### src/hw/spm_pkg.sv
// shared constants, types and state records for the speed/push motion sequencer
`default_nettype none
package spm_pkg;
  localparam int unsigned CLK_HZ = 32'h0BEB_C200;
  localparam int unsigned OVERLOAD_S = 32'h0000_0005;
  localparam int unsigned OVERLOAD_CYC = OVERLOAD_S * CLK_HZ;
  localparam int N_ENT = 8;
  localparam int SEL_W = 3;
  // value ranges and values after reset
  localparam logic signed [31:0] SPEED_MAX = 32'sh003D_0900;
  localparam logic [31:0] RATE_MAX = 32'h3B9A_CA00;
  localparam logic [31:0] RATE_MIN = 32'h0000_0001;
  localparam logic [31:0] CUR_MAX = 32'h0000_03E8;
  localparam logic signed [31:0] SPEED_RST = 32'sh0000_03E8;
  localparam logic [31:0] RATE_RST = 32'h000F_4240;
  localparam logic [9:0] CUR_RST = 10'h3E8;
  localparam logic [31:0] START_RST = 32'h0000_01F4;
  localparam logic [31:0] DEVLIM_RST = 32'h0000_0100;
  // register map, byte offsets
  localparam logic [9:0] TBL_END = 10'h080;
  localparam logic [1:0] ENT_SPEED = 2'h0;
  localparam logic [1:0] ENT_RATE = 2'h1;
  localparam logic [1:0] ENT_STOP = 2'h2;
  localparam logic [1:0] ENT_CUR = 2'h3;
  localparam logic [9:0] START_OFS = 10'h100;
  localparam logic [9:0] DEVLIM_OFS = 10'h104;
  localparam logic [9:0] CTRL_OFS = 10'h108;
  localparam logic [9:0] STATUS_OFS = 10'h10C;
  localparam logic [9:0] SPEED_OFS = 10'h110;
  localparam logic [9:0] DEV_OFS = 10'h114;
  localparam int CTRL_CLR_BIT = 0;

  typedef enum logic [1:0] {ST_IDLE, ST_RUN, ST_DECEL, ST_ALARM} spm_state_e;

  typedef struct packed {
    logic fwdSpeed;
    logic revSpeed;
    logic fwdPush;
    logic revPush;
  } spm_cmd_s;

  typedef struct packed {
    logic signed [31:0] speed;
    logic [31:0] rate;
    logic [31:0] stopDec;
    logic [9:0] current;
  } spm_entry_s;

  typedef struct packed {
    logic signed [31:0] speed;
    logic [31:0] acc;
  } spm_ramp_s;

  typedef struct packed {
    spm_state_e state;
    logic modePush;
    logic dirRev;
    logic [SEL_W-1:0] sel;
    logic readyOut;
    logic moveOut;
    logic alarmOut;
    logic tlcOut;
    logic stepOut;
    logic stepDir;
    logic [9:0] currentOut;
    logic [31:0] phase;
    logic [31:0] deviation;
    logic [31:0] ovlCnt;
    logic [31:0] startSpeed;
    logic [31:0] devLimit;
    spm_entry_s [N_ENT-1:0] tbl;
    logic [9:0] busAddr;
    logic busWr;
    logic [31:0] hrdata;
    logic hreadyout;
    logic hresp;
  } spm_core_s;
endpackage
`default_nettype wire

### src/hw/spm_motion_ctrl.sv
// speed control and speed control push-motion sequencer with AHB-Lite registers
//
// Function
// - run at selected entry speed while commanded
// - entry change retargets speed without stopping
// - speed command release starts decelerating stop
// - same direction during decel re-accelerates
// - both speed commands give decelerating stop
// - forward command forward, reverse command reverse
// - accept: ready low, move high, then run
// - at rest: ready high, move low
// - signed entry speed, +-4000000, default 1000
// - start/change rate 1..1e9, default 1e6
// - separate stop deceleration per entry
// - entry current 0..1000, push current too
// - common starting speed 0..4000000, default 500
// - push command runs at selected entry speed
// - push command release starts decelerating stop
// - both push commands give decelerating stop
// - push status: deviation grows, holds at limit
// - five seconds overload: alarm and stop
//
// Our own choices: register access over AHB-Lite and the register offsets.
`default_nettype none
module spm_motion_ctrl #(
  parameter int unsigned OVERLOAD_CYC = spm_pkg::OVERLOAD_CYC
) (
  // clock and reset
  input wire logic clk_sys,
  input wire logic rstn,
  // AHB-Lite slave
  input wire logic hsel,
  input wire logic [31:0] haddr,
  input wire logic [1:0] htrans,
  input wire logic hwrite,
  input wire logic [2:0] hsize,
  input wire logic [31:0] hwdata,
  input wire logic hready,
  output logic hreadyout,
  output logic hresp,
  output logic [31:0] hrdata,
  // host direct inputs
  input wire logic fwd_speed_cmd,
  input wire logic rev_speed_cmd,
  input wire logic fwd_push_cmd,
  input wire logic rev_push_cmd,
  input wire logic data_select_bit0,
  input wire logic data_select_bit1,
  input wire logic data_select_bit2,
  // motor feedback
  input wire logic motorBlocked,
  // host direct outputs
  output logic readyOut,
  output logic moveOut,
  output logic alarmOut,
  output logic torque_limit_flag,
  // motor drive
  output logic stepPulse,
  output logic stepDirRev,
  output logic [9:0] currentSet
);
  ////////////////////////////////////////////////////////////////////////////
  localparam int SEL_W_T = spm_pkg::SEL_W;
  spm_pkg::spm_core_s r;
  spm_pkg::spm_core_s n;
  spm_pkg::spm_cmd_s cmd;
  spm_pkg::spm_entry_s ent;
  logic spdAny;
  logic reqPush;
  logic reqFwd;
  logic reqRev;
  logic conflict;
  logic holdCmd;
  logic clrAlarm;
  logic kill;
  logic signed [31:0] opTarget;
  logic signed [31:0] rampTarget;
  logic [31:0] rampRate;
  logic signed [31:0] speedNow;
  logic [31:0] mag;
  logic [32:0] phSum;
  logic busHit;
  logic [9:0] rdAddr;
  logic [SEL_W_T-1:0] wIdx;

  assign cmd = '{fwdSpeed: fwd_speed_cmd, revSpeed: rev_speed_cmd,
                 fwdPush: fwd_push_cmd, revPush: rev_push_cmd};
  // a speed command outranks a push command when both groups are active
  assign spdAny = cmd.fwdSpeed | cmd.revSpeed;
  assign reqPush = !spdAny;
  assign reqFwd = spdAny ? cmd.fwdSpeed : cmd.fwdPush;
  assign reqRev = spdAny ? cmd.revSpeed : cmd.revPush;
  assign conflict = reqFwd & reqRev;
  // running command still held: same mode, same direction, no clash
  assign holdCmd = !conflict && reqPush == r.modePush
                   && (r.dirRev ? reqRev : reqFwd);
  assign ent = r.tbl[r.sel];
  // reverse command mirrors the stored signed speed
  assign opTarget = r.dirRev ? -ent.speed : ent.speed;
  assign kill = r.state == spm_pkg::ST_ALARM;
  assign rampTarget = r.state == spm_pkg::ST_RUN ? opTarget : '0;
  assign rampRate = r.state == spm_pkg::ST_RUN ? ent.rate : ent.stopDec;
  assign clrAlarm = r.busWr && r.busAddr == spm_pkg::CTRL_OFS
                    && hwdata[spm_pkg::CTRL_CLR_BIT];
  assign busHit = hsel && hready && htrans[1] && haddr[31:10] == '0;
  assign rdAddr = haddr[9:0];
  assign wIdx = r.busAddr[6:4];

  spm_ramp u_ramp (
    .clk_sys(clk_sys),
    .rstn(rstn),
    .target(rampTarget),
    .rate(rampRate),
    .startSpeed(r.startSpeed),
    .kill(kill),
    .speedNow(speedNow)
  );

  ////////////////////////////////////////////////////////////////////////////
  always_comb begin
    n = r;
    mag = speedNow < 0 ? 32'(-speedNow) : 32'(speedNow);
    phSum = {1'b0, r.phase} + {1'b0, mag};
    // data phase write; out-of-range values are dropped
    if (r.busWr) begin
      if (r.busAddr < spm_pkg::TBL_END) begin
        unique case (r.busAddr[3:2])
          spm_pkg::ENT_SPEED: begin
            if ($signed(hwdata) <= spm_pkg::SPEED_MAX
                && $signed(hwdata) >= -spm_pkg::SPEED_MAX) begin
              n.tbl[wIdx].speed = $signed(hwdata);
            end
          end
          spm_pkg::ENT_RATE: begin
            if (hwdata >= spm_pkg::RATE_MIN && hwdata <= spm_pkg::RATE_MAX) begin
              n.tbl[wIdx].rate = hwdata;
            end
          end
          spm_pkg::ENT_STOP: begin
            if (hwdata >= spm_pkg::RATE_MIN && hwdata <= spm_pkg::RATE_MAX) begin
              n.tbl[wIdx].stopDec = hwdata;
            end
          end
          spm_pkg::ENT_CUR: begin
            if (hwdata <= spm_pkg::CUR_MAX) begin
              n.tbl[wIdx].current = hwdata[9:0];
            end
          end
        endcase
      end else if (r.busAddr == spm_pkg::START_OFS) begin
        if ($signed(hwdata) <= spm_pkg::SPEED_MAX && !hwdata[31]) begin
          n.startSpeed = hwdata;
        end
      end else if (r.busAddr == spm_pkg::DEVLIM_OFS) begin
        n.devLimit = hwdata;
      end
    end
    // operation number follows the select pins while idle or running
    if (r.state == spm_pkg::ST_IDLE || r.state == spm_pkg::ST_RUN) begin
      n.sel = {data_select_bit2, data_select_bit1, data_select_bit0};
    end
    // sequencer
    unique case (r.state)
      spm_pkg::ST_IDLE: begin
        // the host is expected to wait for ready
        if ((reqFwd || reqRev) && !conflict) begin
          n.state = spm_pkg::ST_RUN;
          n.dirRev = reqRev;
          n.modePush = reqPush;
        end
      end
      spm_pkg::ST_RUN: begin
        if (!holdCmd) begin
          n.state = spm_pkg::ST_DECEL;
        end
      end
      spm_pkg::ST_DECEL: begin
        if (holdCmd) begin
          n.state = spm_pkg::ST_RUN;
        end else if (speedNow == 0) begin
          n.state = spm_pkg::ST_IDLE;
        end
      end
      spm_pkg::ST_ALARM: begin
        if (clrAlarm) begin
          n.state = spm_pkg::ST_IDLE;
        end
      end
    endcase
    // push status: commanded steps pile up as deviation until the limit
    if (r.modePush && motorBlocked && (r.state == spm_pkg::ST_RUN
        || r.state == spm_pkg::ST_DECEL)) begin
      if (r.stepOut && r.deviation < r.devLimit) begin
        n.deviation = r.deviation + 32'h1;
      end
    end else begin
      n.deviation = '0;
    end
    n.tlcOut = r.modePush && motorBlocked && n.deviation >= r.devLimit
               && r.state != spm_pkg::ST_IDLE && r.state != spm_pkg::ST_ALARM;
    // overload timer; the alarm kills the ramp at once
    if (r.tlcOut && r.state != spm_pkg::ST_ALARM) begin
      if (r.ovlCnt >= OVERLOAD_CYC - 1) begin
        n.state = spm_pkg::ST_ALARM;
        n.ovlCnt = '0;
      end else begin
        n.ovlCnt = r.ovlCnt + 32'h1;
      end
    end else begin
      n.ovlCnt = '0;
    end
    n.alarmOut = n.state == spm_pkg::ST_ALARM;
    n.readyOut = n.state == spm_pkg::ST_IDLE;
    n.moveOut = n.state == spm_pkg::ST_RUN || n.state == spm_pkg::ST_DECEL;
    n.currentOut = ent.current;
    // step pulse by phase accumulation; held back while deviation is fixed
    n.stepDir = speedNow < 0;
    if (speedNow == 0) begin
      n.phase = '0;
      n.stepOut = 1'b0;
    end else if (n.tlcOut) begin
      n.stepOut = 1'b0;
    end else if (phSum >= {1'b0, spm_pkg::CLK_HZ}) begin
      n.phase = 32'(phSum - {1'b0, spm_pkg::CLK_HZ});
      n.stepOut = 1'b1;
    end else begin
      n.phase = phSum[31:0];
      n.stepOut = 1'b0;
    end
    // address phase; read data comes from the updated copy so a read
    // right behind a write sees the new value
    n.busWr = busHit && hwrite;
    n.busAddr = haddr[9:0];
    n.hreadyout = 1'b1;
    n.hresp = 1'b0;
    n.hrdata = '0;
    if (busHit && !hwrite) begin
      if (rdAddr < spm_pkg::TBL_END) begin
        unique case (rdAddr[3:2])
          spm_pkg::ENT_SPEED: n.hrdata = n.tbl[rdAddr[6:4]].speed;
          spm_pkg::ENT_RATE: n.hrdata = n.tbl[rdAddr[6:4]].rate;
          spm_pkg::ENT_STOP: n.hrdata = n.tbl[rdAddr[6:4]].stopDec;
          spm_pkg::ENT_CUR: n.hrdata = {22'h0, n.tbl[rdAddr[6:4]].current};
        endcase
      end else if (rdAddr == spm_pkg::START_OFS) begin
        n.hrdata = n.startSpeed;
      end else if (rdAddr == spm_pkg::DEVLIM_OFS) begin
        n.hrdata = n.devLimit;
      end else if (rdAddr == spm_pkg::STATUS_OFS) begin
        n.hrdata = {21'h0, r.sel, 2'h0, r.dirRev, r.modePush,
                    r.tlcOut, r.alarmOut, r.moveOut, r.readyOut};
      end else if (rdAddr == spm_pkg::SPEED_OFS) begin
        n.hrdata = speedNow;
      end else if (rdAddr == spm_pkg::DEV_OFS) begin
        n.hrdata = r.deviation;
      end
    end
  end

  ////////////////////////////////////////////////////////////////////////////
  always_ff @(posedge clk_sys or negedge rstn) begin
    if (!rstn) begin
      r <= '0;
      r.state <= spm_pkg::ST_IDLE;
      r.readyOut <= 1'b1;
      r.hreadyout <= 1'b1;
      r.currentOut <= spm_pkg::CUR_RST;
      r.startSpeed <= spm_pkg::START_RST;
      r.devLimit <= spm_pkg::DEVLIM_RST;
      for (int i = 0; i < spm_pkg::N_ENT; i++) begin
        r.tbl[i] <= '{speed: spm_pkg::SPEED_RST, rate: spm_pkg::RATE_RST,
                      stopDec: spm_pkg::RATE_RST, current: spm_pkg::CUR_RST};
      end
    end else begin
      r <= n;
    end
  end

  assign hreadyout = r.hreadyout;
  assign hresp = r.hresp;
  assign hrdata = r.hrdata;
  assign readyOut = r.readyOut;
  assign moveOut = r.moveOut;
  assign alarmOut = r.alarmOut;
  assign torque_limit_flag = r.tlcOut;
  assign stepPulse = r.stepOut;
  assign stepDirRev = r.stepDir;
  assign currentSet = r.currentOut;
endmodule // spm_motion_ctrl
`default_nettype wire

### src/hw/spm_ramp.sv
// speed ramp: starting speed jump, linear accel/decel, snap to rest
`default_nettype none
module spm_ramp (
  // clock and reset
  input wire logic clk_sys,
  input wire logic rstn,
  // profile request
  input wire logic signed [31:0] target,
  input wire logic [31:0] rate,
  input wire logic [31:0] startSpeed,
  input wire logic kill,
  // present speed, Hz
  output logic signed [31:0] speedNow
);
  spm_pkg::spm_ramp_s r;
  spm_pkg::spm_ramp_s n;
  logic [31:0] tMag;
  logic [31:0] sMag;
  logic [31:0] rateC;
  logic [32:0] sum;

  always_comb begin
    n = r;
    tMag = target < 0 ? 32'(-target) : 32'(target);
    sMag = r.speed < 0 ? 32'(-r.speed) : 32'(r.speed);
    // one 1 Hz step per cycle at most: rates at or above the clock rate saturate
    rateC = rate >= spm_pkg::CLK_HZ ? spm_pkg::CLK_HZ - 32'h1 : rate;
    sum = {1'b0, r.acc} + {1'b0, rateC};
    if (kill) begin
      n.speed = '0;
      n.acc = '0;
    end else if (r.speed == 0 && target != 0) begin
      // start at the starting speed, or the target if lower
      n.speed = tMag < startSpeed ? target
              : (target < 0 ? -$signed(startSpeed) : $signed(startSpeed));
      n.acc = '0;
    end else if (target == 0 && sMag <= startSpeed) begin
      n.speed = '0;
      n.acc = '0;
    end else if (r.speed != target) begin
      if (sum >= {1'b0, spm_pkg::CLK_HZ}) begin
        n.acc = 32'(sum - {1'b0, spm_pkg::CLK_HZ});
        n.speed = r.speed < target ? r.speed + 32'sh1 : r.speed - 32'sh1;
      end else begin
        n.acc = sum[31:0];
      end
    end else begin
      n.acc = '0;
    end
  end

  always_ff @(posedge clk_sys or negedge rstn) begin
    if (!rstn) begin
      r <= '0;
    end else begin
      r <= n;
    end
  end

  assign speedNow = r.speed;
endmodule // spm_ramp
`default_nettype wire

### config.mk
export PLATFORM = sky130hd
export DESIGN_NAME = spm_motion_ctrl
export DESIGN_NICKNAME = d
export VERILOG_FILES = /design/src/hw/spm_pkg.sv /design/src/hw/spm_motion_ctrl.sv /design/src/hw/spm_ramp.sv
export SDC_FILE = /design/constraint.sdc
export NUM_CORES = 2
export LEC_CHECK = 0
export ABC_CLOCK_PERIOD_IN_PS = 10500
export BUFFER_PORTS_ARGS = -buffer_cell sky130_fd_sc_hd__buf_2
export CORE_ASPECT_RATIO = 2
export CORE_UTILIZATION = 48
export CTS_CLUSTER_DIAMETER = 100
export CTS_CLUSTER_SIZE = 40
export DETAILED_ROUTE_END_ITERATION = 10
export PLACE_DENSITY = 0.61
export SYNTH_ARGS = -nofsm -noshare
export SYNTH_HDL_FRONTEND = slang
export SYNTH_HIERARCHICAL = 1
export SYNTH_SLANG_ARGS = --single-unit
### constraint.sdc
create_clock -name clk_sys -period 10.5 [get_ports clk_sys]
set_input_delay 2.1 -clock clk_sys [delete_from_list [all_inputs] [get_ports clk_sys]]
set_output_delay 2.1 -clock clk_sys [all_outputs]
set_load 0.02 [all_outputs]
==> flow_results.org <==
** STA
- For this run, the top clock speed supported by timing is 98.5 MHz.
- Finish-stage setup viols :: 0
- Counting I/O delays and the setup requirement, the final critical path takes 10.15 ns.
- Dividing the final minimum period by the clock period gives 96.7%.
- Setup repair after global routing left no endpoint under its margin.
- Worst-Margin Slew :: 1.58 ns
- Setup Total Neg Slack :: 0 ns
- The count of pins over their slew limit is 6.
- Final Skew :: 0.0768 ns
- Measured against its own limit, the worst slew margin works out to -8.37%.
- The number of failing hold endpoints at the final stage came to 0.

** Clock network
- After clock tree synthesis, the setup repair step added 0 buffers.
- TritonCTS clock tree :: built
- Number of levels in the clock H-tree :: 2
- Clock tree buffer depth :: 3
- Hold repair after CTS inserted 0 buffers.
- Buffer type at the clock tree root :: sky130_fd_sc_hd__clkbuf_16
- The clock net in this run drives a total of 1138 sinks.
- At the later pin of the worst-skew pair, clock insertion delay measures 0.75 ns.
- Clock-pin slew was measured on the worst setup and hold paths at 0.16 ns.
- Buffers inserted during clock tree synthesis total 37.
- Number of gates given a new drive strength after cts :: 0

** Synthesis
- Sequential element share of the synthesized area :: 38.2%
- Share of flip-flops with an asynchronous set or reset after synthesis :: 100%
- Synth top area share :: 30.4%
- After synthesis, the netlist uses 105 different library cells.
- Syn Std Cell Area :: 75300 um2
- Synthesis inferred 1138 register bits.
- In the synthesized netlist the dominant register cell turns out to be sky130_fd_sc_hd__dfrtp_1.
- Area leader, netlist :: sky130_fd_sc_hd__dfrtp_1
- Leading post-synthesis cells by cell area :: sky130_fd_sc_hd__dfrtp_1 (30%), sky130_fd_sc_hd__mux4_2 (9.1%), sky130_fd_sc_hd__nand2_1 (8.0%), sky130_fd_sc_hd__dfstp_2 (7.7%), sky130_fd_sc_hd__o21ai_0 (5.2%)
- Each instance of the synthesized netlist takes up on average 9.09 um2.
- Number of enable-type register cells in the synthesized netlist :: 0
- Count of warnings emitted by yosys :: 6
- Cells after Synth :: 8289

** Final layout
- Fill cells :: 15000
- Area growth, synth to finish :: 5.77%
- Cells fill 51.1% of the core in the end.
- Most common cell after layout, fill and taps aside :: sky130_fd_sc_hd__nand2_1
- In the layout the commonest cells are sky130_fd_sc_hd__nand2_1 (1595), sky130_fd_sc_hd__dfrtp_1 (912), sky130_fd_sc_hd__o21ai_0 (786), sky130_fd_sc_hd__nor2_1 (399), sky130_fd_sc_hd__a21oi_1 (392).
- Excluding fillers, the count of instances in the completed layout stands at 10200.
- For this run, the post-layout net count is 8421.
- Share of cells above drive strength 1 :: 16.9%

** Critical path
- Signal arrival time at the worst endpoint :: 10.76 ns
- For this design, the slowest cell found on the critical path is sky130_fd_sc_hd__or4_1.
- Critical path launch point type :: flop
- STA puts the critical path data required time at 11.11 ns.
- Register-to-register setup slack :: 0.35 ns
- The worst setup path is captured at a flop.
- Maximum single-stage delay on the critical path :: 0.87 ns
- Of all nets on the critical path, the largest fanout is 22.
- The worst register-to-register path ends at u_ramp/speedNow[31]$_DFFE_PN0P_.
- On the critical path the largest part of the delay comes from simple AND/OR/NAND/NOR gates.
- Startpoint-to-endpoint class of the critical path :: reg -> reg
- The worst register-to-register path begins at r[1069]$_DFFE_PN0P_.
- Measured in cells, the most critical reg-to-reg path has a length of 33.
- Cell occurring most often along the worst timing path :: sky130_fd_sc_hd__buf_4
- Critical path buffers and inverters :: 6

** Worst hold path
- Hold endpoint :: r[424]$_DFF_PN1_
- Beginning of the worst hold path :: r[424]$_DFF_PN1_
- Counting instances, the worst hold path has a depth of 2.
- The path class of the tightest hold or removal check is reg -> reg.

** Route
- The first TritonRoute pass finished after 6 iterations.
- Antenna Nets Post-Route :: 0
- Via/cell ratio :: 6.85
- Total via count after detailed routing :: 69800
- Routed length per placed instance :: 33.5 um
- After detailed routing, the number of remaining DRC violations is 0.
- The routed design has 341 mm of wire.
- Detailed router's first-iteration violation count :: 7609

** Outcome
- Status :: complete, but fails checks
- The checks that failed: max-capacitance violations, max-slew violations.

** Placement
- Routability-driven placement finished with a final weighted congestion of 1.03.
- Estimated wirelength of the detail-placed design :: 244 mm
- Number of placed cells counting well taps :: 10100
- In this run the tool buffered the top-level ports with 125 buffer cells.

** Global routing
- Largest net degree at the start of global routing :: 165
- The first global-routing pass estimated 488 mm of wire.
- Number of global-route vias before repair :: 69700
- The total overflow left after global routing is 0.
- For this run, the total global-route usage over all layers was measured as 43.1%.
- Initial antenna violation count :: 29

** Power
- Total power consumption of the routed design :: 8.54 mW
- In this run the power density over the cells is 107 nW/um2.
- Across the VDD grid, the largest voltage drop is 0.158 mV.
- In this run the static leakage power is 35.8 nW.

** Flow run
- Across the run, the number of max-cap violations was 2.

** Floorplan
- Number of ports placed on the die boundary :: 132
- Die H :: 562 um
- Die Footprint :: 159000 um2
- Number of core rows :: 205
- The region available for standard cell placement spans 156000 um2.
- Die X-Extent :: 282 um
- Initial Utilization :: 48.3%
## where the power goes
| group | internal [mW] | switching [mW] | total, mW |
|---|---|---|---|
| registers | 4.41 | 0.116 | 4.53 |
| logic | 0.584 | 1.12 | 1.70 |
| clock network | 0.736 | 1.57 | 2.31 |
| total | 5.73 | 2.81 | 8.54 |
## synth_stat cells, types with 19 or more instances
| cell type | count |
|---|---|
| sky130_fd_sc_hd__nand2b_1 | 45 |
| sky130_fd_sc_hd__o41ai_1 | 22 |
| sky130_fd_sc_hd__nand3_1 | 281 |
| sky130_fd_sc_hd__o211ai_1 | 62 |
| sky130_fd_sc_hd__mux2i_1 | 93 |
| sky130_fd_sc_hd__nand2_1 | 1596 |
| sky130_fd_sc_hd__a31oi_1 | 40 |
| sky130_fd_sc_hd__ha_1 | 269 |
| sky130_fd_sc_hd__mux2_2 | 185 |
| sky130_fd_sc_hd__a21oi_1 | 393 |
| sky130_fd_sc_hd__o2111ai_1 | 40 |
| sky130_fd_sc_hd__a211o_1 | 29 |
| sky130_fd_sc_hd__o221ai_1 | 19 |
| sky130_fd_sc_hd__nand4_1 | 95 |
| sky130_fd_sc_hd__clkbuf_1 | 466 |
| sky130_fd_sc_hd__o31ai_1 | 60 |
| sky130_fd_sc_hd__a311oi_1 | 25 |
| sky130_fd_sc_hd__or4_1 | 19 |
| sky130_fd_sc_hd__dfrtp_1 | 916 |
| sky130_fd_sc_hd__inv_1 | 186 |
| sky130_fd_sc_hd__and2_1 | 99 |
| sky130_fd_sc_hd__and3_1 | 48 |
| sky130_fd_sc_hd__nor4_1 | 47 |
| sky130_fd_sc_hd__buf_4 | 84 |
| sky130_fd_sc_hd__a31o_2 | 29 |
| sky130_fd_sc_hd__o21ai_0 | 789 |
| sky130_fd_sc_hd__buf_1 | 70 |
| sky130_fd_sc_hd__nor2b_1 | 30 |
| sky130_fd_sc_hd__or3_1 | 100 |
| sky130_fd_sc_hd__o21a_1 | 46 |
| sky130_fd_sc_hd__a2111oi_0 | 29 |
| sky130_fd_sc_hd__mux4_2 | 304 |
| sky130_fd_sc_hd__buf_2 | 76 |
| sky130_fd_sc_hd__xnor2_1 | 197 |
| sky130_fd_sc_hd__dfstp_2 | 222 |
| sky130_fd_sc_hd__a22oi_1 | 42 |
| sky130_fd_sc_hd__xor2_1 | 85 |
| sky130_fd_sc_hd__a21o_1 | 146 |
| sky130_fd_sc_hd__nor2_1 | 413 |
| sky130_fd_sc_hd__or2_2 | 33 |
| sky130_fd_sc_hd__nor3_1 | 99 |
| sky130_fd_sc_hd__o22ai_1 | 38 |
| sky130_fd_sc_hd__a211oi_1 | 131 |
## through the flow
step / worst slack [ns] / hold WS, ns / cell area [um2]
3_3_place_gp: 0.587 / 0.450 / 78300
6_report: 0.347 / 0.474 / 79700
2_1_floorplan: 1.72 / 0.440 / 75300
3_5_place_dp: 0.574 / 0.455 / 78300
4_1_cts: 0.481 / 0.475 / 79500
5_1_grt: 0.0169 / 0.491 / 79600
## how the worst max path moves through the flow
stage                         from                              end  slack, ns  depth (start not counted)
2_1_floorplan  r[1069]$_DFFE_PN0P_  u_ramp/speedNow[23]$_DFFE_PN0P_       1.72                         33
3_3_place_gp   r[1069]$_DFFE_PN0P_  u_ramp/speedNow[30]$_DFFE_PN0P_       0.59                         33
3_5_place_dp   r[1069]$_DFFE_PN0P_  u_ramp/speedNow[30]$_DFFE_PN0P_       0.57                         33
4_1_cts        r[1069]$_DFFE_PN0P_  u_ramp/speedNow[30]$_DFFE_PN0P_       0.48                         33
5_1_grt        r[1069]$_DFFE_PN0P_  u_ramp/speedNow[31]$_DFFE_PN0P_       0.02                         34
6_report       r[1069]$_DFFE_PN0P_  u_ramp/speedNow[31]$_DFFE_PN0P_       0.35                         33
## cell families (layout without fill, tap and decap cells)
| logic type | count (synthesis) | after routing | synth area share [%] |
|---|---|---|---|
| muxes | 582 | 582 | 13.1 |
| AOI/OAI and AO/OA | 2119 | 2119 | 17.8 |
| adders and majority gates | 272 | 272 | 4.55 |
| xor gates and xnor gates | 282 | 282 | 3.28 |
| DFF | 1138 | 1138 | 38.2 |
| buffers and inverters | 888 | 687 | 5.01 |
| and+or+nand+nor | 3005 | 3005 | 18.1 |
| other | 3 | 32 | 0.0149 |
## metal layers
metal / GRT usage, % / part of all wire, %
met5: 0 / 0.035
met4: 46.7 / 13
met3: 11.3 / 9.0
met2: 69.5 / 47
met1: 42.9 / 31
## registers in the layout (all words and copies together) (netlist names), 10 cells and up
signal           flops
u_ramp/r            32
hrdata              32
u_ramp/speedNow     32
currentSet          10
r                 1026
## final cells by class
cell class	count	area, um2	area share (%)
multi-input cells	6268	43200	54.2
flip-flops and latches	1138	28800	36.1
repair buffers	434	3170	3.98
well taps	2070	2590	3.25
clock buffers	54	1030	1.30
inverters	188	716	0.898
clock inverters	11	181	0.228
diodes	24	60.1	0.0754
## tightest hold or removal path: stages, from the launching register on
cell and delay (ns):
sky130_fd_sc_hd__dfstp_2 0.40, sky130_fd_sc_hd__nand2_1 0.05, sky130_fd_sc_hd__nand2_1 0.04
No activity file was read; power rests on OpenSTA's default activity.
